## config.mk

```make
export PLATFORM = sky130hd
export DESIGN_NAME = bsr_seq
export DESIGN_NICKNAME = d
export VERILOG_FILES = /design/src/core/bsr_seq.v /design/src/core/bsr_sync.v
export VERILOG_INCLUDE_DIRS = /design/src /design/src/shared
export SDC_FILE = /design/constraint.sdc
export NUM_CORES = 1
export LEC_CHECK = 0
export BUFFER_PORTS_ARGS = -buffer_cell sky130_fd_sc_hd__buf_2
export CORE_UTILIZATION = 40
export DETAILED_ROUTE_END_ITERATION = 10
export GPL_TIMING_DRIVEN = 0
export HOLD_SLACK_MARGIN = 0.15
export PLACE_DENSITY = 0.7
export SYNTH_ARGS = -nofsm -noshare
export SYNTH_HDL_FRONTEND = slang
export SYNTH_SLANG_ARGS = --single-unit
```

## constraint.sdc

```tcl
create_clock -name ref_clk -period 2 [get_ports ref_clk]
set_input_delay 0.4 -clock ref_clk [delete_from_list [all_inputs] [get_ports ref_clk]]
set_output_delay 0.4 -clock ref_clk [all_outputs]
set_load 0.05 [all_outputs]
```

## src/shared/bsr_consts.vh

```
// Purpose: constants for the boot strap and reset sequencer
// Assumes: one 40 MHz clock, synchronous active-high reset
// Notes:   all counts are in ref_clk cycles
// Overview of operation
// - strap 11 floats memory and eeprom buses during cold reset
// - strap 01 with bit20 high: pci boot
// - strap 00, bit20 high: standard boot, satellite
// - strap 00, bit20 low: standard boot, host
// - pci boot loads read-only config from eeprom
// - capture core bits, then system bits
// - core reset held exactly 256 cycles
// - first fetch 0x1fc0_0000, cs0, 32 waits
// - address 22:17 float until 2nd clock after
// - debug outputs float during cold reset
// - core bits captured on cold reset release
// - bits 2:0 choose clock multiplier
// - bit3 byte order, bit6 timer irq disable
// - bits 9:8 choose boot port width
`ifndef BSR_CONSTS_VH
`define BSR_CONSTS_VH

// ==========================================================
// timing
`define BSR_HOLD_CYCLES   9'h100
`define BSR_CAP_CYCLES    9'h002
`define BSR_DRIVE_DELAY   2'h2

// ==========================================================
// boot fetch
`define BSR_BOOT_ADDR     32'h1fc0_0000
`define BSR_BOOT_WAITS    6'h20
`define BSR_BOOT_CS       2'h0

// ==========================================================
// strap patterns on address 22:21
`define BSR_STRAP_FLOAT   2'h3
`define BSR_STRAP_RSVD    2'h2
`define BSR_STRAP_PCI     2'h1
`define BSR_STRAP_STD     2'h0

// ==========================================================
// core config field positions
`define BSR_MULT_LSB      0
`define BSR_ORDER_BIT     3
`define BSR_TIMER_BIT     6
`define BSR_WIDTH_LSB     8

// ==========================================================
// register map (byte addresses)
`define BSR_ADDR_STATUS   4'h0
`define BSR_ADDR_CTRL     4'h4
`define BSR_ADDR_BOOT     4'h8
`define BSR_CTRL_RST      1'h0
`define BSR_RESP_OKAY     2'h0
`define BSR_RESP_SLVERR   2'h2

`endif

```

## src/core/bsr_seq.v

```verilog
// Purpose: cold reset, strap capture and boot release sequencer
// Assumes: board keeps strap levels stable around cold release
// Notes:   registers reached over AXI4-Lite, 32-bit words
//
// Design decisions made here: the AXI4-Lite interface to the registers and the register offsets.
`timescale 1ns/1ps
`default_nettype none
`include "bsr_consts.vh"

module bsr_seq (
  input  wire        ref_clk,
  input  wire        sys_rst,
  // board pins
  input  wire        cold_reset_n_pin,
  input  wire        pci_reset_n_pin,
  input  wire [2:0]  pcst_strap_in,
  input  wire [3:0]  debug_strap_in,
  input  wire [22:17] mem_addr_in,
  output wire        mem_addr_hi_oe,
  output wire        mem_bus_oe,
  output wire        eeprom_bus_oe,
  output wire        debug_oe,
  // core side
  output wire        core_reset_n,
  output wire        boot_fetch,
  output wire [31:0] boot_addr,
  output wire [1:0]  boot_cs,
  output wire [5:0]  boot_wait_states,
  output wire [9:0]  core_config_bits,
  output wire [2:0]  pipeline_clock_mult,
  output wire        byte_order_bit,
  output wire        timer_irq_enable_strap,
  output wire [5:0]  boot_port_width,
  output wire        pci_satellite,
  output wire        pci_boot,
  output wire        strap_unsupported,
  output wire        eeprom_load_req,
  input  wire        eeprom_load_done,
  output wire        pci_if_enable,
  // axi4-lite slave
  input  wire [3:0]  s_axi_awaddr,
  input  wire        s_axi_awvalid,
  output wire        s_axi_awready,
  input  wire [31:0] s_axi_wdata,
  input  wire [3:0]  s_axi_wstrb,
  input  wire        s_axi_wvalid,
  output wire        s_axi_wready,
  output wire [1:0]  s_axi_bresp,
  output wire        s_axi_bvalid,
  input  wire        s_axi_bready,
  input  wire [3:0]  s_axi_araddr,
  input  wire        s_axi_arvalid,
  output wire        s_axi_arready,
  output wire [31:0] s_axi_rdata,
  output wire [1:0]  s_axi_rresp,
  output wire        s_axi_rvalid,
  input  wire        s_axi_rready
);

  localparam S_COLD = 3'h0;
  localparam S_CAPC = 3'h1;
  localparam S_CAPS = 3'h2;
  localparam S_HOLD = 3'h3;
  localparam S_REL  = 3'h4;
  localparam S_RUN  = 3'h5;
  localparam S_PCIR = 3'h6;

  // =========================================================
  // decoders
  function [2:0] mult_of;
    input [2:0] code;
    begin
      case (code)
        3'h0:    mult_of = 3'h2;
        3'h1:    mult_of = 3'h3;
        3'h2:    mult_of = 3'h4;
        default: mult_of = 3'h0; // reserved codes
      endcase
    end
  endfunction

  function [5:0] width_of;
    input [1:0] code;
    begin
      case (code)
        2'h0:    width_of = 6'h08;
        2'h1:    width_of = 6'h10;
        2'h2:    width_of = 6'h20;
        default: width_of = 6'h00; // reserved code
      endcase
    end
  endfunction

  // =========================================================
  // pin synchronisers
  wire        cold_n_s;
  wire        pci_n_s;
  wire [2:0]  pcst_s;
  wire [3:0]  dbg_s;
  wire [5:0]  addr_s;

  bsr_sync #(.W(2), .INIT(1'b0)) u_rst_sync (
    .clk (ref_clk),
    .rst (sys_rst),
    .d   ({cold_reset_n_pin, pci_reset_n_pin}),
    .q   ({cold_n_s, pci_n_s})
  );

  bsr_sync #(.W(13), .INIT(1'b0)) u_strap_sync (
    .clk (ref_clk),
    .rst (sys_rst),
    .d   ({pcst_strap_in, debug_strap_in, mem_addr_in}),
    .q   ({pcst_s, dbg_s, addr_s})
  );

  // =========================================================
  // sequencer state
  reg [2:0]  state_reg;
  reg [2:0]  state_next;
  reg [8:0]  cnt_reg;
  reg [8:0]  cnt_next;
  reg [9:0]  core_bits_reg;
  reg [2:0]  sys_bits_reg;
  reg        core_rst_n_reg;
  reg        fetch_reg;
  reg        addr_oe_reg;
  reg        bus_oe_reg;
  reg        dbg_oe_reg;
  reg        eeprom_done_reg;
  reg        host_cfg_done_reg;

  wire float_live = (addr_s[5:4] == `BSR_STRAP_FLOAT);
  wire strap_pci  = (sys_bits_reg[2:1] == `BSR_STRAP_PCI);
  wire strap_std  = (sys_bits_reg[2:1] == `BSR_STRAP_STD);
  wire pci_mode   = strap_pci & sys_bits_reg[0];
  wire hold_end   = (cnt_reg == `BSR_HOLD_CYCLES - 9'h001);
  wire rel_end    = (cnt_reg[1:0] == `BSR_DRIVE_DELAY - 2'h1);

  // next state; cold reset wins over everything else
  always @* begin
    state_next = state_reg;
    cnt_next   = cnt_reg + 9'h001;
    case (state_reg)
      S_COLD: begin
        cnt_next = 9'h000;
        if (cold_n_s)
          state_next = S_CAPC;
      end
      S_CAPC: state_next = S_CAPS;
      S_CAPS: state_next = S_HOLD;
      S_HOLD: begin
        if (hold_end) begin
          state_next = S_REL;
          cnt_next   = 9'h000;
        end
      end
      S_REL: begin
        if (rel_end)
          state_next = S_RUN;
      end
      S_RUN:  cnt_next = 9'h000;
      S_PCIR: begin
        cnt_next = 9'h000;
        if (pci_n_s)
          state_next = S_HOLD;
      end
      default: state_next = S_COLD;
    endcase
    // pci reset restarts the core only in pci boot mode
    if (pci_mode && !pci_n_s && (state_reg == S_HOLD ||
        state_reg == S_REL || state_reg == S_RUN)) begin
      state_next = S_PCIR;
      cnt_next   = 9'h000;
    end
    if (!cold_n_s) begin
      state_next = S_COLD;
      cnt_next   = 9'h000;
    end
  end

  // state, counters and strap captures
  always @(posedge ref_clk) begin
    if (sys_rst) begin
      state_reg     <= S_COLD;
      cnt_reg       <= 9'h000;
      core_bits_reg <= 10'h000;
      sys_bits_reg  <= 3'h0;
    end else begin
      state_reg <= state_next;
      cnt_reg   <= cnt_next;
      // core bits first, system bits one cycle later
      if (state_reg == S_CAPC)
        core_bits_reg <= {addr_s[2:0], dbg_s, pcst_s};
      if (state_reg == S_CAPS)
        sys_bits_reg <= addr_s[5:3];
    end
  end

  // =========================================================
  // pin enables and core release, all registered
  always @(posedge ref_clk) begin
    if (sys_rst) begin
      core_rst_n_reg <= 1'b0;
      fetch_reg      <= 1'b0;
      addr_oe_reg    <= 1'b0;
      bus_oe_reg     <= 1'b0;
      dbg_oe_reg     <= 1'b0;
    end else begin
      // low in every state before the release
      core_rst_n_reg <= (state_next == S_REL) |
                        (state_next == S_RUN);
      fetch_reg      <= (state_reg == S_HOLD) &
                        (state_next == S_REL);
      // strap lines stay free until the 2nd clock after
      addr_oe_reg    <= (state_next == S_RUN);
      // float strap applies while cold reset is held
      bus_oe_reg     <= !((state_next == S_COLD) &
                          float_live);
      dbg_oe_reg     <= (state_next != S_COLD);
    end
  end

  // =========================================================
  // pci role and eeprom load
  always @(posedge ref_clk) begin
    if (sys_rst) begin
      eeprom_done_reg <= 1'b0;
    end else if (state_reg != S_RUN) begin
      eeprom_done_reg <= 1'b0;
    end else if (eeprom_load_done) begin
      eeprom_done_reg <= 1'b1;
    end
  end

  // read-only pci config comes from eeprom in pci boot
  assign eeprom_load_req = pci_mode & (state_reg == S_RUN) &
                           !eeprom_done_reg;
  // host role waits for software to finish config writes
  assign pci_if_enable = (state_reg == S_RUN) &
                         (pci_mode ? eeprom_done_reg :
                          pci_satellite ? 1'b1 :
                          host_cfg_done_reg);
  assign pci_boot      = pci_mode;
  // bit 20 selects satellite in both boot modes
  assign pci_satellite = sys_bits_reg[0] &
                         (strap_pci | strap_std);
  // board must avoid these; flagged, not acted on
  assign strap_unsupported =
    (sys_bits_reg[2:1] == `BSR_STRAP_RSVD) |
    (strap_pci & !sys_bits_reg[0]);

  // =========================================================
  // decoded core config
  assign core_config_bits       = core_bits_reg;
  assign pipeline_clock_mult    =
    mult_of(core_bits_reg[`BSR_MULT_LSB +: 3]);
  assign byte_order_bit         = core_bits_reg[`BSR_ORDER_BIT];
  assign timer_irq_enable_strap = !core_bits_reg[`BSR_TIMER_BIT];
  assign boot_port_width        =
    width_of(core_bits_reg[`BSR_WIDTH_LSB +: 2]);

  assign core_reset_n     = core_rst_n_reg;
  assign boot_fetch       = fetch_reg;
  assign boot_addr        = `BSR_BOOT_ADDR;
  assign boot_cs          = `BSR_BOOT_CS;
  assign boot_wait_states = `BSR_BOOT_WAITS;
  assign mem_addr_hi_oe   = addr_oe_reg;
  assign mem_bus_oe       = bus_oe_reg;
  assign eeprom_bus_oe    = bus_oe_reg;
  assign debug_oe         = dbg_oe_reg;

  // =========================================================
  // axi4-lite write path; address and data in either order
  reg        aw_got_reg;
  reg        w_got_reg;
  reg [3:0]  aw_addr_reg;
  reg [31:0] w_data_reg;
  reg        w_lane0_reg;
  reg        bvalid_reg;
  reg [1:0]  bresp_reg;
  wire       aw_hs = s_axi_awvalid & !aw_got_reg & !bvalid_reg;
  wire       w_hs  = s_axi_wvalid & !w_got_reg & !bvalid_reg;
  wire       wr_go = aw_got_reg & w_got_reg & !bvalid_reg;

  always @(posedge ref_clk) begin
    if (sys_rst) begin
      aw_got_reg        <= 1'b0;
      w_got_reg         <= 1'b0;
      aw_addr_reg       <= 4'h0;
      w_data_reg        <= 32'h0000_0000;
      w_lane0_reg       <= 1'b0;
      bvalid_reg        <= 1'b0;
      bresp_reg         <= `BSR_RESP_OKAY;
      host_cfg_done_reg <= `BSR_CTRL_RST;
    end else begin
      if (aw_hs) begin
        aw_got_reg  <= 1'b1;
        aw_addr_reg <= s_axi_awaddr;
      end
      if (w_hs) begin
        w_got_reg   <= 1'b1;
        w_data_reg  <= s_axi_wdata;
        w_lane0_reg <= s_axi_wstrb[0];
      end
      if (wr_go) begin
        aw_got_reg <= 1'b0;
        w_got_reg  <= 1'b0;
        bvalid_reg <= 1'b1;
        if (aw_addr_reg[3:2] == `BSR_ADDR_CTRL >> 2) begin
          bresp_reg <= `BSR_RESP_OKAY;
          if (w_lane0_reg)
            host_cfg_done_reg <= w_data_reg[0];
        end else if (aw_addr_reg[3:2] == `BSR_ADDR_STATUS >> 2 ||
                     aw_addr_reg[3:2] == `BSR_ADDR_BOOT >> 2) begin
          bresp_reg <= `BSR_RESP_OKAY; // read-only, write ignored
        end else begin
          bresp_reg <= `BSR_RESP_SLVERR;
        end
      end else if (bvalid_reg && s_axi_bready) begin
        bvalid_reg <= 1'b0;
      end
      // a cold reset drops the software handshake
      if (state_reg == S_COLD)
        host_cfg_done_reg <= `BSR_CTRL_RST;
    end
  end

  assign s_axi_awready = !aw_got_reg & !bvalid_reg;
  assign s_axi_wready  = !w_got_reg & !bvalid_reg;
  assign s_axi_bvalid  = bvalid_reg;
  assign s_axi_bresp   = bresp_reg;

  // =========================================================
  // axi4-lite read path, one cycle after the address
  reg        rvalid_reg;
  reg [31:0] rdata_reg;
  reg [1:0]  rresp_reg;
  wire       ar_hs = s_axi_arvalid & !rvalid_reg;

  always @(posedge ref_clk) begin
    if (sys_rst) begin
      rvalid_reg <= 1'b0;
      rdata_reg  <= 32'h0000_0000;
      rresp_reg  <= `BSR_RESP_OKAY;
    end else if (ar_hs) begin
      rvalid_reg <= 1'b1;
      rresp_reg  <= `BSR_RESP_OKAY;
      case (s_axi_araddr[3:2])
        `BSR_ADDR_STATUS >> 2:
          rdata_reg <= {8'h00, state_reg, pci_if_enable,
                        strap_unsupported, pci_satellite,
                        pci_mode, core_rst_n_reg, 3'h0,
                        sys_bits_reg, core_bits_reg};
        `BSR_ADDR_CTRL >> 2:
          rdata_reg <= {31'h0000_0000, host_cfg_done_reg};
        `BSR_ADDR_BOOT >> 2:
          rdata_reg <= `BSR_BOOT_ADDR;
        default: begin
          rdata_reg <= 32'h0000_0000;
          rresp_reg <= `BSR_RESP_SLVERR;
        end
      endcase
    end else if (rvalid_reg && s_axi_rready) begin
      rvalid_reg <= 1'b0;
    end
  end

  assign s_axi_arready = !rvalid_reg;
  assign s_axi_rvalid  = rvalid_reg;
  assign s_axi_rdata   = rdata_reg;
  assign s_axi_rresp   = rresp_reg;

endmodule

`default_nettype wire

```

## src/core/bsr_sync.v

```verilog
// Purpose: two flip-flop synchroniser for pin inputs
// Assumes: inputs are quasi-static or slow against ref_clk
// Notes:   first stage feeds only the second stage
`timescale 1ns/1ps
`default_nettype none

module bsr_sync #(
  parameter W    = 1,
  parameter INIT = 1'b0
) (
  input  wire         clk,
  input  wire         rst,
  input  wire [W-1:0] d,
  output wire [W-1:0] q
);

  reg [W-1:0] meta_reg;
  reg [W-1:0] sync_reg;

  // =========================================================
  // two stages, cleared to a constant under reset
  always @(posedge clk) begin
    if (rst) begin
      meta_reg <= {W{INIT}};
      sync_reg <= {W{INIT}};
    end else begin
      meta_reg <= d;
      sync_reg <= meta_reg;
    end
  end

  assign q = sync_reg;

endmodule

`default_nettype wire

```

==> impl_metrics.toml, run 1 <==
[run_status]
status = "finished, final reports clean"

[sta]
holdWs_ps = 255
tightestPinTransition_ps = 516
relSlewSlack_pct = 65.6
hold_viol = 0
finalCriticalPeriod_ps = 1950
finalSetupViolations = 0
slew_violations = 0
grt_setup_unrepaired = "true"
skew_ps = 15.3
tns_ps = 0
fmax_mhz = 514
period_share_pct = 97.3

[setup_path]
critPathMaxFanout = 10
r2r_end = "cnt_reg[2]$_SDFF_PP0_"
start_kind = "register"
cp.arrival_ps = 1550
r2r_cells = 9
reg2reg_slack_ps = 130
timing.rr.start = "cnt_reg[3]$_SDFF_PP0_"
required_ps = 1600
path_class = "register to output port"
end_kind = "output port"

[detailed_routing]
routed-via-count = 3047
viasPerCell = 4.33
routedWlPerCell_um = 11.5
wirelength_mm = 8.07
dr.pass1.iters = 4
drc_errors = 0
ant_nets = 0
drt_iter0_markers = 105

[global_routing]
use_met3_pct = 2.30
grt_util_all_layers_pct = 16.1
grt_pass1_wl_mm = 12.5
grt_max_degree = 16
antenna_found_initial = 0
met2_usage_pct = 26.1
grt_busiest_layer = "met2"
grt-ovfl-total = 0
grt_pass1_vias = 2648
use_met1_pct = 20.8

[clock_network]
clock-sinks = 94
cts_made_buffers = 9
clk_latency_ps = 360
clockRootBuffer = "clkbuf_8"
clock_path_buffers = 2
postCtsHoldBufs = 0
cts_tree = "yes"
clk_pin_slew_worst_paths_ps = 90
cts-htree-levels = 3

[logic_synthesis]
synthesis.area_um2 = 3860
ys_warn_count = 0
synth_seq_cells = 94
syn_inst = 419
synth_cell_type_count = 45
synth_enable_flop_cells = 0
avgSynthCellArea_um2 = 9.21
synthArstFlopShare_pct = 0
synth_flop_cell = "dfxtp_1"
synth-seq-area-share_pct = 48.8

[place]
gp_congestion = 0.820
portBuffers = 88
dp_hpwl_mm = 6.19
dp_cells = 685

[layout]
final_common_cell = "buf_2"
final_cells = 703
drive_gt1_share_pct = 33.3
final_cell_mix = "buf_2, dfxtp_1, buf_4, conb_1, nor2_1"
n_antenna_cell = 0
layout.nets = 641
final_core_util_pct = 53.3
syn2layout_area_growth_pct = 28.3
fillers = 908
largest_reg_flops = 22

[min_path]
timing.hold.worst_endpoint = "u_strap_sync.meta_reg[5]$_SDFF_PP0_"
min_from = "mem_addr_in[22]"
hp-class = "input pin to register"
hold_depth = 2

[power_and_ir_drop]
p_per_area_nw_per_um2 = 773
total_power_w = 0.00382
peakVddDrop_mv = 0.399
leakage_nw = 2.27

[floorplan]
ios = 180
design.die.area_um2 = 10000
core_um2 = 9280
rows = 35
dieWidth_um = 100
die-height_um = 100
start_util_pct = 41.5

[run]
cap_violations = 0
-- what timing repair did --
action | CTS | global route
endpoints found under the setup margin | 2 | 11
buffers inserted | 1 | 2
gates resized for setup | 7 | 9
pin swaps | 0 | 2
-- per-layer routing --
layer  share of wire, %  vias up
met5                  0        -
met2                 47       99
li1                   -     1578
met1                 46     1357
met3                5.0       13
met4                1.9        0
-- final cells by class --
type / instances / area [µm²] / share of cell area [%]
sequential: 94 / 1890 / 38.2
multi-input combinational: 291 / 1650 / 33.3
buffer: 76 / 528 / 10.7
timing repair buffer: 91 / 487 / 9.83
tap: 129 / 161 / 3.26
clock buffer: 9 / 124 / 2.50
clock inverter: 6 / 86.3 / 1.74
inverter: 7 / 26.3 / 0.531
-- how the worst max path moves through the flow --
stage	from	end	slack, ps	cells past startpoint
2_1_floorplan	sys_bits_reg[0]$_SDFFE_PP0P_	eeprom_load_req	-80	3
3_3_place_gp	cnt_reg[0]$_SDFF_PP0_	cnt_reg[4]$_SDFF_PP0_	30	8
3_5_place_dp	cnt_reg[0]$_SDFF_PP0_	cnt_reg[5]$_SDFF_PP0_	50	8
4_1_cts	sys_bits_reg[0]$_SDFFE_PP0P_	eeprom_load_req	5	4
5_1_grt	state_reg[2]$_SDFF_PP0_	pci_if_enable	-20	4
6_report	state_reg[2]$_SDFF_PP0_	pci_if_enable	50	4
-- cell families after synthesis --
kind of cell	count (synthesis)	share of synthesized area, %
flip-flops	94	48.8
adder cells (fa/ha/maj)	4	1.30
buffers and inverters	83	14.2
multiplexers	8	2.08
AND/OR/NAND/NOR	162	21.2
XOR/XNOR	8	1.82
AO/OA/AOI/OAI	58	10.4
other	2	0.195
-- report_power, final --
group	switching, W	internal [W]	total, W
Sequential	0.0000229	0.00192	0.00194
Clock	0.000635	0.000697	0.00133
Combinational	0.000399	0.000154	0.000553
-- through the flow --
stage	cell area, µm²	setup WS (ps)
floorplan	4070	-80.1
global placement	4670	34.8
detailed placement	4670	48.8
CTS	4900	5.26
global route	4950	-18.9
finish	4950	54.7
-- critical path, cell delays in order, from the launching register on --
cell and delay (ps):
dfxtp_4 370, buf_6 140, and2b_2 200, o2111a_1 240, clkbuf_4 250
-- cells in the mapped netlist (3+ instances only) --
library cell / number / area share [%]
dfxtp_1: 94 / 49
ha_1: 4 / 1.3
o21ai_0: 4 / 0.52
nand3_1: 6 / 0.78
clkbuf_1: 10 / 0.97
mux2i_1: 8 / 2.1
xor2_1: 5 / 1.1
inv_1: 6 / 0.58
xnor2_1: 3 / 0.68
and2_1: 3 / 0.49
buf_2: 6 / 0.78
nor2_1: 51 / 5.0
nor3b_1: 3 / 0.58
nor2b_1: 36 / 5.8
nor3_1: 7 / 0.91
buf_4: 59 / 11
a22oi_1: 18 / 3.5
nand2_1: 34 / 3.3
a21oi_1: 25 / 3.2
nand2b_1: 9 / 1.5
Note: power is estimated with default switching activity, not from simulation.
==> run 2, diff against run 1 <==
--- a/config.mk
+++ b/config.mk
@@ -11,7 +11,8 @@
 export DETAILED_ROUTE_END_ITERATION = 10
 export GPL_TIMING_DRIVEN = 0
 export HOLD_SLACK_MARGIN = 0.15
-export PLACE_DENSITY = 0.7
+export MAX_ROUTING_LAYER = met4
+export PLACE_DENSITY = 0.73
 export SYNTH_ARGS = -nofsm -noshare
 export SYNTH_HDL_FRONTEND = slang
 export SYNTH_SLANG_ARGS = --single-unit
==> constraint.sdc (replaced) <==
create_clock -name ref_clk -period 1.6 [get_ports ref_clk]
set_input_delay 0.32 -clock ref_clk [delete_from_list [all_inputs] [get_ports ref_clk]]
set_output_delay 0.32 -clock ref_clk [all_outputs]
set_load 0.05 [all_outputs]
==> impl_metrics.toml, run 2 (same netlist as run 1, synthesis figures left out) <==
[run_status]
status = "finished, violations left"
violations = "negative setup slack"

[global_routing]
grt_pass1_wl_mm = 13.3
met2_usage_pct = 28.6
grt-ovfl-total = 0
grt_max_degree = 18
grt_busiest_layer = "met2"
use_met1_pct = 20.8
antenna_found_initial = 0
grt_pass1_vias = 2829
grt_util_all_layers_pct = 17.4
use_met3_pct = 2.58

[power_and_ir_drop]
peakVddDrop_mv = 0.375
total_power_w = 0.00458
p_per_area_nw_per_um2 = 875
leakage_nw = 2.37

[place]
post_dp_cell_area_um2 = 4720
portBuffers = 88
gp_congestion = 0.931
dp_cells = 685
dp_slack_ps = -281
dp_hpwl_mm = 6.08

[layout]
final_common_cell = "buf_2"
syn2layout_area_growth_pct = 35.6
fillers = 811
fin_area_um2 = 5230
final_cell_mix = "buf_2, dfxtp_1, buf_4, conb_1, nor2_1"
drive_gt1_share_pct = 40.2
final_core_util_pct = 56.4
n_antenna_cell = 0
largest_reg_flops = 22
layout.nets = 658
final_cells = 721

[sta]
period_share_pct = 110
slew_violations = 0
hold_viol = 0
grt_setup_unrepaired = "true"
finalSetupViolations = 14
relSlewSlack_pct = 66.4
tightestPinTransition_ps = 504
skew_ps = 10.4
finalWorstSetupSlack_ps = -158
finalCriticalPeriod_ps = 1760
fmax_mhz = 569

[floorplan]
rows = 35
core_um2 = 9280
dieWidth_um = 100
design.die.area_um2 = 10000
die-height_um = 100
start_util_pct = 41.5
ios = 180

[clock_network]
clock-sinks = 94
cts_tree = "yes"
clk_latency_ps = 360
clock_path_buffers = 2
cts_made_buffers = 9
clockRootBuffer = "clkbuf_8"
cts-htree-levels = 3
clk_pin_slew_worst_paths_ps = 90

[min_path]
hp-class = "input pin to register"

[detailed_routing]
drc_errors = 0
drt_iter0_markers = 183
viasPerCell = 4.42
routed-via-count = 3189
dr.pass1.iters = 4
routedWlPerCell_um = 11.8
ant_nets = 0
wirelength_mm = 8.53

[setup_path]
required_ps = 1850
cp.arrival_ps = 2010
path_class = "register to register"
start_kind = "register"
critPathMaxFanout = 8
end_kind = "register"

[run]
cap_violations = 0
==> run 2: power by group <==
group | switching (W) | internal, W
logic | 0.000501 | 0.000201
registers | 0.0000314 | 0.00239
clock network | 0.000865 | 0.000595
total | 0.00140 | 0.00318
==> run 2: worst paths after layout <==
kind	from	to	slack, ps	cells past startpoint
worst max-delay path	cnt_reg[2]$_SDFF_PP0_	cnt_reg[2]$_SDFF_PP0_	-160	9
worst min-delay path	mem_addr_in[22]	u_strap_sync.meta_reg[5]$_SDFF_PP0_	170	2
worst max register to register	cnt_reg[2]$_SDFF_PP0_	cnt_reg[2]$_SDFF_PP0_	-160	9
worst min register to register	u_strap_sync.q[9]$_SDFF_PP0_	core_config_bits[6]$_SDFFE_PP0P_	430	2
==> run 2: through the flow <==
| step | hold slack (ps) | TNS [ps] |
|---|---|---|
| 2_1_floorplan | 414 | -1030 |
| 3_3_place_gp | 427 | -1970 |
| 3_5_place_dp | 425 | -2470 |
| 4_1_cts | 151 | -1100 |
| 5_1_grt | 168 | -2460 |
| 6_report | 167 | -1690 |
==> run 2: repair_timing <==
item | CTS | global route
hold buffers | 2 | 0
buffers inserted | 13 | 6
resized for setup | 35 | 23
pin swaps | 7 | 4
endpoints found under the setup margin | 15 | 21
endpoints found under the hold margin | 2 | 0
==> run 2: routing by layer <==
metal  up-vias  wire length, µm
met5         -                0
met3        16              528
li1       1608                -
met1      1440             3640
met4         0              177
met2       125             4180
==> run 2: worst max-delay path, cell delays in order, from the launching register on <==
cell and delay [ps]:
dfxtp_2 340, and4_4 230, nand4_1 160, inv_2 110
ha_4 150, nand2b_4 130, o21ai_4 50, o311ai_4 250
buf_12 190, nor2_1 40
==> run 2: final cells by class <==
class | instances | area (µm²) | share of cell area [%]
well taps | 129 | 161 | 3.08
clock buffers | 10 | 128 | 2.44
repair buffers | 109 | 666 | 12.7
clock inverters | 6 | 55.1 | 1.05
flip-flops and latches | 94 | 1920 | 36.6
multi-input cells | 291 | 1760 | 33.7
inverters | 7 | 26.3 | 0.502
plain buffers | 75 | 517 | 9.88
